`config.mk`:
```
export PLATFORM = sky130hd
export DESIGN_NAME = pcs_top
export DESIGN_NICKNAME = d
export VERILOG_FILES = /design/src/core/pcs_pkg.sv /design/src/core/pcs_return_stack.sv /design/src/core/pcs_indirect_port.sv /design/src/core/pcs_top.sv
export SDC_FILE = /design/constraint.sdc
export NUM_CORES = 1
export LEC_CHECK = 0
export BUFFER_PORTS_ARGS = -buffer_cell sky130_fd_sc_hd__buf_2
export CAP_MARGIN = 15
export CORE_ASPECT_RATIO = 0.9
export CORE_MARGIN = 5
export CORE_UTILIZATION = 53
export CTS_CLUSTER_DIAMETER = 50
export DETAILED_ROUTE_END_ITERATION = 7
export PLACE_DENSITY = 0.76
export SLEW_MARGIN = 10
export SYNTH_ARGS = -nofsm -noshare
export SYNTH_HDL_FRONTEND = slang
export SYNTH_SLANG_ARGS = --single-unit
```
`constraint.sdc`:
```
create_clock -name core_clk -period 2.2 [get_ports core_clk]
set_input_delay 0.22 -clock core_clk [delete_from_list [all_inputs] [get_ports core_clk]]
set_output_delay 0.22 -clock core_clk [all_outputs]
set_load 0.05 [all_outputs]
```
`src/core/pcs_pkg.sv`:
```
/*
  Shared constants for the program-flow and data-pointer block: widths,
  register offsets, reset values and the program counter load sources.
  Assumes it is compiled before every other file of the block.
*/

// ************************************************************
// Program counter and stack pointer package
// ************************************************************
package pcs_pkg;

  // Data path widths.
  localparam int PC_W = 13;
  localparam int LOW_W = 8;
  localparam int LATCH_W = 5;
  localparam int ADDR_W = 7;
  localparam int DATA_W = 8;
  localparam int JUMP_W = 11;
  localparam int IND_ADDR_W = 9;
  localparam int STACK_DEPTH = 8;

  // Register offsets on the software port.
  localparam logic [ADDR_W-1:0] OFF_INDIRECT = 7'h00;
  localparam logic [ADDR_W-1:0] OFF_PC_LOW = 7'h02;
  localparam logic [ADDR_W-1:0] OFF_POINTER = 7'h04;
  localparam logic [ADDR_W-1:0] OFF_HIGH_LATCH = 7'h0a;
  localparam logic [ADDR_W-1:0] OFF_BANK = 7'h0c;

  // Field positions.
  localparam int JUMP_LATCH_LSB = 3;
  localparam int BANK_BIT = 0;

  // Reset values and fixed answers.
  localparam logic [PC_W-1:0] PC_RESET = 13'h0000;
  localparam logic [LATCH_W-1:0] LATCH_RESET = 5'h00;
  localparam logic [DATA_W-1:0] POINTER_RESET = 8'h00;
  localparam logic BANK_RESET = 1'b0;
  localparam logic [DATA_W-1:0] READ_ZERO = 8'h00;
  localparam logic [PC_W-1:0] INT_VECTOR_DEFAULT = 13'h0004;

  // Where the next program counter value comes from.
  typedef enum {
    PCS_LOAD_STEP,
    PCS_LOAD_HOLD,
    PCS_LOAD_LOW_WRITE,
    PCS_LOAD_JUMP,
    PCS_LOAD_CALL,
    PCS_LOAD_RETURN,
    PCS_LOAD_VECTOR
  } pcs_load_e;

  // True when an indirect address points back at the indirect location.
  function automatic logic pcsIsSelfRef(input logic [IND_ADDR_W-1:0] a);
    pcsIsSelfRef = (a[ADDR_W-1:0] == OFF_INDIRECT);
  endfunction

endpackage

```
`src/core/pcs_return_stack.sv`:
```
/*
  Eight-entry circular return stack for the program counter.
  Assumes push and pop never arrive in the same cycle; the pointer is
  not visible to software and there is no overflow indication.
*/
`timescale 1ns/1ps
`default_nettype none

// ************************************************************
// Return stack
// ************************************************************
module pcs_return_stack import pcs_pkg::*; #(
  parameter int DEPTH = STACK_DEPTH,
  parameter int WIDTH = PC_W
) (
  // Clock and reset.
  input wire logic core_clk,
  input wire logic rst_n,
  // Stack movement.
  input wire logic pushEn,
  input wire logic [WIDTH-1:0] pushValue,
  input wire logic popEn,
  // Most recent entry.
  output logic [WIDTH-1:0] topValue
);

  localparam int PTR_W = $clog2(DEPTH);

  logic [WIDTH-1:0] entry_reg [DEPTH];
  logic [PTR_W-1:0] ptr_reg;
  logic [PTR_W-1:0] topIdx;

  // The entry below the pointer is the last one pushed.
  assign topIdx = PTR_W'(ptr_reg - 1'b1);
  assign topValue = entry_reg[topIdx];

  // circular overwrite wrap.
  // The pointer simply wraps, so a ninth push lands on the first slot.
  always_ff @(posedge core_clk) begin
    if (!rst_n) begin
      ptr_reg <= '0;
    end else if (pushEn) begin
      ptr_reg <= PTR_W'(ptr_reg + 1'b1);
    end else if (popEn) begin
      ptr_reg <= topIdx;
    end
  end

  // eight entry storage.
  // Entries are cleared at reset so a stray pop returns a known value.
  always_ff @(posedge core_clk) begin
    if (!rst_n) begin
      for (int i = 0; i < DEPTH; i++) begin
        entry_reg[i] <= '0;
      end
    end else if (pushEn) begin
      entry_reg[ptr_reg] <= pushValue;
    end
  end

endmodule
`default_nettype wire

```
`src/core/pcs_indirect_port.sv`:
```
/*
  File select pointer, bank select bit and indirect access to data memory.
  Assumes data memory answers reads combinationally for the address that
  this module drives, and takes a write on the cycle its strobe is high.
*/
`timescale 1ns/1ps
`default_nettype none

// ************************************************************
// Indirect data port
// ************************************************************
module pcs_indirect_port import pcs_pkg::*; (
  // Clock and reset.
  input wire logic core_clk,
  input wire logic rst_n,
  // Register port.
  input wire logic [ADDR_W-1:0] regAddr,
  input wire logic [DATA_W-1:0] regWrData,
  input wire logic regWrStb,
  // Data memory.
  input wire logic [DATA_W-1:0] dataMemRdData,
  output logic [IND_ADDR_W-1:0] dataMemAddr,
  output logic dataMemWrStb,
  output logic [DATA_W-1:0] dataMemWrData,
  // Readback.
  output logic [DATA_W-1:0] pointerValue,
  output logic bankValue,
  output logic [DATA_W-1:0] indReadValue
);

  logic [DATA_W-1:0] fileSelectPointer_reg;
  logic indirectBankSelect_reg;
  logic dataMemWrStb_reg;
  logic [DATA_W-1:0] dataMemWrData_reg;
  logic selfRef;

  // nine bit address.
  // The bank bit sits above the eight pointer bits.
  assign dataMemAddr = {indirectBankSelect_reg, fileSelectPointer_reg};
  assign selfRef = pcsIsSelfRef(dataMemAddr);
  assign pointerValue = fileSelectPointer_reg;
  assign bankValue = indirectBankSelect_reg;
  assign dataMemWrStb = dataMemWrStb_reg;
  assign dataMemWrData = dataMemWrData_reg;

  // self read zero.
  // The pointer aimed at the indirect location reads back as zero.
  assign indReadValue = selfRef ? READ_ZERO : dataMemRdData;

  // Pointer and bank bit are plain software registers.
  always_ff @(posedge core_clk) begin
    if (!rst_n) begin
      fileSelectPointer_reg <= POINTER_RESET;
      indirectBankSelect_reg <= BANK_RESET;
    end else if (regWrStb) begin
      if (regAddr == OFF_POINTER) begin
        fileSelectPointer_reg <= regWrData;
      end
      if (regAddr == OFF_BANK) begin
        indirectBankSelect_reg <= regWrData[BANK_BIT];
      end
    end
  end

  // self write dropped.
  // The strobe goes out one cycle late, while the address still holds.
  always_ff @(posedge core_clk) begin
    if (!rst_n) begin
      dataMemWrStb_reg <= 1'b0;
      dataMemWrData_reg <= READ_ZERO;
    end else begin
      dataMemWrStb_reg <= regWrStb && (regAddr == OFF_INDIRECT) && !selfRef;
      dataMemWrData_reg <= regWrData;
    end
  end

endmodule
`default_nettype wire

```
`src/core/pcs_top.sv`:
```
/*
  Program counter, high-part latch, return stack and indirect addressing
  of a small 8-bit core, with a plain register port for software.
  Assumes the instruction decoder raises at most one flow request a cycle
  and that writes on the register port come from executing instructions.
*/
`timescale 1ns/1ps
`default_nettype none

// What this block does
// - Thirteen-bit program counter, low byte visible, upper five bits hidden.
// - Any reset clears the whole program counter.
// - Writing the low byte loads upper bits from latch bits four to zero.
// - Jump or call takes eleven operand bits plus latch bits four, three.
// - Low-byte arithmetic wraps in eight bits; no carry to upper bits.
// - Eight entries of thirteen bits, pointer hidden from software.
// - Call and interrupt push; all three returns pop.
// - Push and pop leave the high-part latch alone.
// - Stack is circular; ninth push overwrites the first.
// - No overflow flags and no explicit push or pop.
// - Indirect location accesses data memory at the pointer.
// - Pointer at the indirect location reads zero.
// - Indirect write to itself stores nothing.
// - Indirect address is bank bit above eight pointer bits.
// - High-part latch is five bits, reset to zero.

// ************************************************************
// Top level
// ************************************************************
module pcs_top import pcs_pkg::*; #(
  parameter logic [PC_W-1:0] INT_VECTOR = INT_VECTOR_DEFAULT
) (
  // Clock and reset.
  input wire logic core_clk,
  input wire logic rst_n,
  // Register port.
  input wire logic [ADDR_W-1:0] regAddr,
  input wire logic [DATA_W-1:0] regWrData,
  input wire logic regWrStb,
  input wire logic regRdStb,
  output logic [DATA_W-1:0] regRdData,
  // Flow requests from the decoder.
  input wire logic stepEn,
  input wire logic jumpEn,
  input wire logic callEn,
  input wire logic retEn,
  input wire logic intVecEn,
  input wire logic [JUMP_W-1:0] opTarget,
  // Program memory address.
  output logic [PC_W-1:0] progAddr,
  // Data memory.
  output logic [IND_ADDR_W-1:0] dataMemAddr,
  output logic dataMemWrStb,
  output logic [DATA_W-1:0] dataMemWrData,
  input wire logic [DATA_W-1:0] dataMemRdData
);

  // ************************************************************
  // Declarations
  // ************************************************************
  logic [PC_W-1:0] pc_reg;
  logic [PC_W-1:0] pc_next;
  logic [LATCH_W-1:0] pcHighLatch_reg;
  logic [DATA_W-1:0] regRdData_reg;
  logic [DATA_W-1:0] readMux;
  logic [PC_W-1:0] pcPlusOne;
  logic [PC_W-1:0] stackTop;
  logic [PC_W-1:0] pushValue;
  logic pushEn;
  logic popEn;
  logic lowByteWrite;
  logic latchWrite;
  logic [DATA_W-1:0] pointerValue;
  logic bankValue;
  logic [DATA_W-1:0] indReadValue;
  pcs_load_e loadSel;

  // Decoded register writes.
  assign lowByteWrite = regWrStb && (regAddr == OFF_PC_LOW);
  assign latchWrite = regWrStb && (regAddr == OFF_HIGH_LATCH);
  assign pcPlusOne = PC_W'(pc_reg + 1'b1);

  // ************************************************************
  // Program counter
  // ************************************************************

  // Pick the load source. Interrupt vectoring outranks every instruction
  // request, so a late interrupt never loses its return address.
  always_comb begin
    if (intVecEn) begin
      loadSel = PCS_LOAD_VECTOR;
    end else if (retEn) begin
      loadSel = PCS_LOAD_RETURN;
    end else if (callEn) begin
      loadSel = PCS_LOAD_CALL;
    end else if (jumpEn) begin
      loadSel = PCS_LOAD_JUMP;
    end else if (lowByteWrite) begin
      loadSel = PCS_LOAD_LOW_WRITE;
    end else if (stepEn) begin
      loadSel = PCS_LOAD_STEP;
    end else begin
      loadSel = PCS_LOAD_HOLD;
    end
  end

  // Next program counter value for each source.
  always_comb begin
    case (loadSel)
      PCS_LOAD_STEP: pc_next = pcPlusOne;
      PCS_LOAD_HOLD: pc_next = pc_reg;
      // eight bit wrap.
      // The written byte is taken as is; software advances the latch.
      PCS_LOAD_LOW_WRITE: pc_next = {pcHighLatch_reg, regWrData};
      PCS_LOAD_JUMP, PCS_LOAD_CALL: begin
        pc_next = {pcHighLatch_reg[LATCH_W-1:JUMP_LATCH_LSB], opTarget};
      end
      PCS_LOAD_RETURN: pc_next = stackTop;
      PCS_LOAD_VECTOR: pc_next = INT_VECTOR;
      default: pc_next = pc_reg;
    endcase
  end

  always_ff @(posedge core_clk) begin
    if (!rst_n) begin
      pc_reg <= PC_RESET;
    end else begin
      pc_reg <= pc_next;
    end
  end

  assign progAddr = pc_reg;

  // ************************************************************
  // High-part latch
  // ************************************************************

  // stack leaves latch.
  // Only a software write touches the latch; stack traffic never does.
  always_ff @(posedge core_clk) begin
    if (!rst_n) begin
      pcHighLatch_reg <= LATCH_RESET;
    end else if (latchWrite) begin
      pcHighLatch_reg <= regWrData[LATCH_W-1:0];
    end
  end

  // ************************************************************
  // Return stack
  // ************************************************************

  // implicit movement only.
  // A call saves the following instruction; an interrupt saves the one
  // it preempted. There is no status output for overflow on purpose.
  assign pushEn = (loadSel == PCS_LOAD_VECTOR) || (loadSel == PCS_LOAD_CALL);
  assign popEn = (loadSel == PCS_LOAD_RETURN);
  assign pushValue = (loadSel == PCS_LOAD_VECTOR) ? pc_reg : pcPlusOne;

  pcs_return_stack #(
    .DEPTH(STACK_DEPTH),
    .WIDTH(PC_W)
  ) u_stack (
    .core_clk(core_clk),
    .rst_n(rst_n),
    .pushEn(pushEn),
    .pushValue(pushValue),
    .popEn(popEn),
    .topValue(stackTop)
  );

  // ************************************************************
  // Indirect addressing
  // ************************************************************

  pcs_indirect_port u_indirect (
    .core_clk(core_clk),
    .rst_n(rst_n),
    .regAddr(regAddr),
    .regWrData(regWrData),
    .regWrStb(regWrStb),
    .dataMemRdData(dataMemRdData),
    .dataMemAddr(dataMemAddr),
    .dataMemWrStb(dataMemWrStb),
    .dataMemWrData(dataMemWrData),
    .pointerValue(pointerValue),
    .bankValue(bankValue),
    .indReadValue(indReadValue)
  );

  // ************************************************************
  // Register readback
  // ************************************************************

  // Read selection; unmapped offsets answer zero.
  always_comb begin
    case (regAddr)
      OFF_INDIRECT: readMux = indReadValue;
      OFF_PC_LOW: readMux = pc_reg[LOW_W-1:0];
      OFF_POINTER: readMux = pointerValue;
      OFF_HIGH_LATCH: readMux = {{(DATA_W-LATCH_W){1'b0}}, pcHighLatch_reg};
      OFF_BANK: readMux = {{(DATA_W-1){1'b0}}, bankValue};
      default: readMux = READ_ZERO;
    endcase
  end

  // Read data stands only in the cycle after the strobe.
  always_ff @(posedge core_clk) begin
    if (!rst_n) begin
      regRdData_reg <= READ_ZERO;
    end else if (regRdStb) begin
      regRdData_reg <= readMux;
    end else begin
      regRdData_reg <= READ_ZERO;
    end
  end

  assign regRdData = regRdData_reg;

  logic flowIdle;
  assign flowIdle = !intVecEn && !retEn && !callEn && !jumpEn;
endmodule
`default_nettype wire

```
==> Word-level counts from Yosys, hierarchy flattened <==
Memories as Yosys holds them, arrays and structs flattened.
Index checks and enable logic that the tools add are counted.
{ "totals": {"word_cells": 59, "input_bits": 43, "mem_count": 1, "mem_bits_ro": 0, "out_inout_bits": 39, "ramBits": 104, "reg_bits": 47, "latch_bits": 0} }
{ "memory_table": {"columns": ["name", "depth", "word_bits", "read_ports", "rd_clocked_by_memory_dff", "write_ports", "line", "rtl"], "rows": [
  ["u_stack.entry_reg", 8, 13, 1, 0, 8, "pcs_return_stack.sv:29", "logic [WIDTH-1:0] entry_reg [DEPTH];"]
]} }
{ "op_classes": {"muxes": 19, "bitwise_logic": 0, "shifts": 0, "n_lt_le_gt_ge": 0, "div": 0, "add_sub_neg": 3, "n_eq_ne": 12, "multipliers": 0, "reduce_logical": 16} }
{ "op_table": {"columns": ["op", "count"], "rows": [
  ["$eq 32x3->1 const B", 3],
  ["$eq 32x4->1 const B", 3],
  ["$pmux 13 s5", 1],
  ["$eq 32x2->1 const B", 2],
  ["$pmux 8 s5", 1],
  ["$logic_not 32->1", 1],
  ["$mux 13", 2],
  ["$mux 3", 6],
  ["$eq 7x4->1 const B", 2],
  ["$logic_not 7->1", 2],
  ["$add 13x1->13 const B", 1],
  ["$reduce_or 13->1", 1],
  ["$mux 8", 1],
  ["$eq 7x2->1 const B", 1],
  ["$eq 7x3->1 const B", 1],
  ["$mux 1", 6],
  ["$reduce_and 2->1", 3],
  ["$reduce_bool 5->1", 1],
  ["$logic_and 1x1->1", 4],
  ["$mux 2", 2],
  ["$add 3x1->3 const B", 1],
  ["$sub 3x1->3 const B", 1],
  ["$reduce_bool 2->1", 1],
  ["$reduce_or 2->1", 1],
  ["other kinds (2)", 2]
]} }

==> Logic depth before layout (Yosys ltp) <==
{ "logic_depth": {"word_depth": 14, "mapped_depth": 10, "mapped_depth_nobuf": 7} }

==> By module <==
From an unflattened synthesis, not the netlist that was laid out.
{ "hier_totals": {"cells_unflattened": 716, "area_unflattened_um2": 7841.3} }
{ "modules_own_cells": {"columns": ["module", "area_per_inst_um2", "seq_area_each_um2", "n_inst", "cells_each"], "rows": [
  ["pcs_return_stack", 5158.7, 3183.1, 1, 392],
  ["pcs_top", 1928.1, 520.5, 1, 242],
  ["pcs_indirect_port", 754.5, 360.3, 1, 82]
]} }

==> Worst setup path after synthesis <==
No wires, ideal clock.
{ "synth_timing": {"path_kind": "register -> register", "from": "register u_stack.ptr_reg[0]", "to": "register pc_reg[5], in the netlist progAddr[5]", "t_arrival_ns": 2.166, "n_path_buf": 3, "path_stages_with_launch": 10, "setup_time_ns": 0.115, "slack_ns": -0.080, "period_less_slack_ns": 2.280, "required_time_ns": 2.085, "cell_sequence": "dfxtp_1 buf_2 inv_2 ha_1 clkbuf_1 buf_2 mux2i_1 a31oi_1 a32o_1 o21a_1"} }
{ "synth_via": {"elab_chain_len": 3} }
{ "synth_lines": {"columns": ["item", "line", "rtl"], "rows": [
  ["from (decl)", "pcs_return_stack.sv:30", "logic [PTR_W-1:0] ptr_reg;"],
  ["from (signal assigned)", "pcs_return_stack.sv:43", "ptr_reg <= PTR_W'(ptr_reg + 1'b1);"],
  ["from (signal assigned)", "pcs_return_stack.sv:45", "ptr_reg <= topIdx;"],
  ["$sub 3x1->3", "pcs_return_stack.sv:34", "assign topIdx = PTR_W'(ptr_reg - 1'b1);"],
  ["$mem_v2 8x13", null, null],
  ["$pmux 13 s5", "pcs_top.sv:109", "case (loadSel)"],
  ["to (signal assigned)", "pcs_top.sv:128", "pc_reg <= pc_next;"],
  ["to (decl)", "pcs_top.sv:61", "logic [PC_W-1:0] pc_reg;"]
]} }
No other way between the ends.
A chain may end at the register's enable or synchronous reset.

==> Worst setup path after layout <==
{ "layout_timing": {"from": "register u_stack.ptr_reg[0]", "to": "register pc_reg[3], in the netlist progAddr[3]"} }
Same word-level chain as after synthesis.

==> run_results.csv <==
group,metric,value,unit
final_layout,final_design_area_no_fill,8460,um^2
detailed_routing,post_route_antenna_net_violation_count,0,
yosys,synth_flop_cell,"sky130_fd_sc_hd__edfxtp_1",
placement,dp_hpwl,13500,um
sta,top_achievable_clock_speed,488,MHz
final_layout,antenna_cells_inserted,0,
sta,max_slew.worst_pin.slew,933,ps
pwr,power-per-cell-area,842,nW/um^2
pwr,ir_drop,0.000621,V
worst_setup_path,reg2regPathDepth,8,
cts,cts-buffers-inserted,17,
sta,final_period_minus_worst_setup_slack,2050,ps
worst_setup_path,end_kind,"flop",
cts,root_buffer,"sky130_fd_sc_hd__clkbuf_16",
sta,worst_clock_skew,7.02,ps
floorplanning,initial_core_util,53.4,%
placement,placement.io_buffers,81,
worst_setup_path,required,2470,ps
hold_path,worst_hold_path.num_cells,2,
sta,setup_violations,0,
detailed_routing,via_count,5485,
global_route,antenna_found_initial,0,
worst_setup_path,setup.worst_path.class,"reg2reg",
worst_setup_path,setup.worst_path.start_class,"flop",
worst_setup_path,setup_slack_of_the_worst_register_to_register_path,150,ps
yosys,synth-warning-count,0,
final_layout,largest_register_ffs,104,
cts,cts-root-to-sink-buffers,2,
yosys,synth.lib_cells_used.distinct,59,
worst_setup_path,worst_r2r_endpoint,"progAddr[3]",
yosys,ys_async_sr_fraction,0,%
sta,postLayoutSetupSlackWorst,151,ps
detailed_routing,drtIter0Drc,673,
final_layout,fin_nets,781,
global_route,first_global_vias,5448,
run,max-cap-violations,0,
yosys,synthesis.area,7050,um^2
sta,final_hold_viol_count,0,
floorplanning,dieArea,15700,um^2
yosys,synth_cells,623,
cts,cts_tree,"built",
global_route,gr-usage-all-layers,24.4,%
cts,cts.htree.levels,4,
yosys,synth.net_count,669,
floorplanning,num_io_pins,82,
sta,timing_max_transition_violations_final,0,
sta,timing.final.crit_share,93.1,%
detailed_routing,first_pass_iters,6,
global_route,grt-busiest-layer,"met2",
floorplanning,floorplan.die.width,132,um
yosys,synth.ff_latch_count,151,
global_route,grt_start_max_net_pins,28,
final_layout,area_growth,20.1,%
yosys,synth_seq_area_share,57.6,%
global_route,gr-total-overflow,0,
floorplanning,floorplan.core_area,13200,um^2
cts,cts_num_sinks,151,
cts,clkLatencyLatePin,430,ps
global_route,met3_routing_resource_usage_after_global_routing,8.11,%
worst_setup_path,timing.critical_path.fanout_max,3,
placement,detailed_place.area,7900,um^2
hold_path,holdPathEnd,"u_indirect.dataMemWrData[6]",
placement,place.gp.congestion,0.912,
floorplanning,placement_rows,40,
final_layout,final-instance-count-excl-fill,916,
global_route,grt_first_pass_wirelength,29700,um
global_route,grt.met1_usage,31.3,%
placement,place_inst,882,
floorplanning,die_y,119,um
worst_setup_path,regToRegStartpoint,"u_stack.ptr_reg[0]",
detailed_routing,drt_drc_violations_left,0,
hold_path,min_delay_worst_type,"in2reg",
final_layout,post_route_cells_drive_above_1_share,26.1,%
detailed_routing,wirelength_per_cell,20.6,um
hold_path,min-delay-start,"regWrData[6]",
detailed_routing,detail_route.vias_per_cell,5.99,
cts,clk_pin_slew_worst_paths,60,ps
pwr,leakage,0.00320,uW
cts,cts-hold-fix-buffers,0,
sta,setup_repair_after_global_routing_missed_its_margin,"false",
placement,dp_slack,110,ps
worst_setup_path,worst_setup_path_startpoint,"u_stack.ptr_reg[0]",
global_route,globalRouteMet2Util,38.7,%
final_layout,n_fill_cell,1017,
worst_setup_path,crit_arrival,2320,ps
sta,slew_headroom,37.3,%
detailed_routing,finalWirelength,18900,um
sta,hold_ws,45.0,ps
yosys,number_of_enable_flip_flop_cells_after_synthesis,104,
status,run_status,"complete, no violations",
sta,fin_setup_tns,0,ps
yosys,mean_cell_area_of_the_mapped_netlist,11.3,um^2
## how the worst max path moves through the flow
stage / to / slack [ps] / cells after the start
5_1_grt: u_stack.entry_reg[1][7] / 20 / 4
6_report: progAddr[3] / 150 / 8
3_3_place_gp: progAddr[3] / 240 / 8
4_1_cts: progAddr[3] / 80 / 8
3_5_place_dp: progAddr[3] / 110 / 8
2_1_floorplan: u_stack.entry_reg[0][11] / 20 / 6
## cells by family (layout without fill, tap and decap cells)
| family | after synthesis | count (layout) | synth area share (%) |
|---|---|---|---|
| buffers and inverters | 47 | 172 | 3.07 |
| muxes | 52 | 52 | 10.7 |
| and+or+nand+nor | 281 | 281 | 18.4 |
| xor gates and xnor gates | 27 | 27 | 3.35 |
| AOI/OAI and AO/OA | 62 | 62 | 6.32 |
| adders and majority gates | 3 | 3 | 0.533 |
| DFF | 151 | 151 | 57.7 |
## timing repair
item                                    CTS  global route
endpoints found under the setup margin    0             1
resized for setup                         0             0
setup buffers                             0             2
## report_power, final
group | internal (uW) | switching, uW | total, uW
clock | 1650 | 1090 | 2730
sequential | 3170 | 78.9 | 3250
combinational | 454 | 692 | 1150
total | 5270 | 1860 | 7120
## area by class of cell
class / count / area, um^2 / area share [%]
sequential: 151 / 4070 / 48.0
multi-input combinational: 425 / 2770 / 32.7
timing repair buffer: 136 / 856 / 10.1
clock buffer: 21 / 440 / 5.20
tap: 168 / 210 / 2.48
clock inverter: 11 / 106 / 1.26
inverter: 4 / 15.0 / 0.177
## critical path, cell delays in order, from the launching register on
cell and delay (ps):
sky130_fd_sc_hd__dfxtp_1 400, sky130_fd_sc_hd__inv_2 60, sky130_fd_sc_hd__ha_1 250, sky130_fd_sc_hd__xor2_1 210, sky130_fd_sc_hd__buf_4 160, sky130_fd_sc_hd__mux4_2 490, sky130_fd_sc_hd__nor2_1 90, sky130_fd_sc_hd__nand4b_1 130
sky130_fd_sc_hd__a31oi_1 100
## layout by cell type (no fill, tap or decap), types with 4 or more instances in the layout
cell type | synthesis | layout
sky130_fd_sc_hd__o21a_1 | 4 | 4
sky130_fd_sc_hd__buf_4 | 4 | 52
sky130_fd_sc_hd__a31oi_1 | 8 | 8
sky130_fd_sc_hd__nor2b_1 | 4 | 4
sky130_fd_sc_hd__buf_2 | 7 | 81
sky130_fd_sc_hd__and3_1 | 7 | 7
sky130_fd_sc_hd__mux2_2 | 4 | 4
sky130_fd_sc_hd__clkbuf_1 | 29 | 4
sky130_fd_sc_hd__nand2_1 | 52 | 52
sky130_fd_sc_hd__a22o_1 | 4 | 4
sky130_fd_sc_hd__nand4_1 | 9 | 9
sky130_fd_sc_hd__mux4_2 | 18 | 18
sky130_fd_sc_hd__nand3_1 | 15 | 15
sky130_fd_sc_hd__nor2_1 | 150 | 150
sky130_fd_sc_hd__a222oi_1 | 4 | 4
sky130_fd_sc_hd__o21ai_1 | 7 | 7
sky130_fd_sc_hd__nor4_1 | 4 | 4
sky130_fd_sc_hd__xor2_1 | 11 | 11
sky130_fd_sc_hd__edfxtp_1 | 104 | 104
sky130_fd_sc_hd__xnor2_1 | 16 | 16
sky130_fd_sc_hd__nor3_1 | 8 | 8
sky130_fd_sc_hd__a21oi_1 | 6 | 6
sky130_fd_sc_hd__mux2i_1 | 29 | 29
sky130_fd_sc_hd__dfxtp_1 | 47 | 45
sky130_fd_sc_hd__and2_1 | 8 | 8
sky130_fd_sc_hd__clkbuf_16 | 0 | 17
sky130_fd_sc_hd__o211ai_1 | 5 | 5
sky130_fd_sc_hd__a22oi_1 | 11 | 11
sky130_fd_sc_hd__clkinv_1 | 0 | 4
## routing by layer
metal	wire [um]	vias up
met4	514	0
met2	8910	298
met5	0	-
met1	7620	2674
li1	-	2472
met3	1810	41
## synth_stat cells, types with 5 or more instances
library cell	instances	area, um^2
sky130_fd_sc_hd__mux4_2	18	405
sky130_fd_sc_hd__a21oi_1	6	30.0
sky130_fd_sc_hd__clkbuf_1	29	109
sky130_fd_sc_hd__nand2_1	52	195
sky130_fd_sc_hd__a22oi_1	11	82.6
sky130_fd_sc_hd__buf_2	7	35.0
sky130_fd_sc_hd__xor2_1	11	96.3
sky130_fd_sc_hd__o211ai_1	5	37.5
sky130_fd_sc_hd__nand3_1	15	75.1
sky130_fd_sc_hd__and2_1	8	50.1
sky130_fd_sc_hd__a31oi_1	8	50.1
sky130_fd_sc_hd__mux2i_1	29	290
sky130_fd_sc_hd__nand4_1	9	56.3
sky130_fd_sc_hd__xnor2_1	16	140
sky130_fd_sc_hd__nor3_1	8	40.0
sky130_fd_sc_hd__dfxtp_1	47	941
sky130_fd_sc_hd__edfxtp_1	104	3120
sky130_fd_sc_hd__and3_1	7	43.8
sky130_fd_sc_hd__nor2_1	150	563
sky130_fd_sc_hd__o21ai_1	7	35.0
## metrics by stage
stage	util, %	power, uW
floorplan	-	3990
global placement	59.8	4390
detailed placement	59.8	4410
CTS	63.9	7110
global route	64.1	7380
finish	64.1	7120
Power figures use the tool's default switching activity.
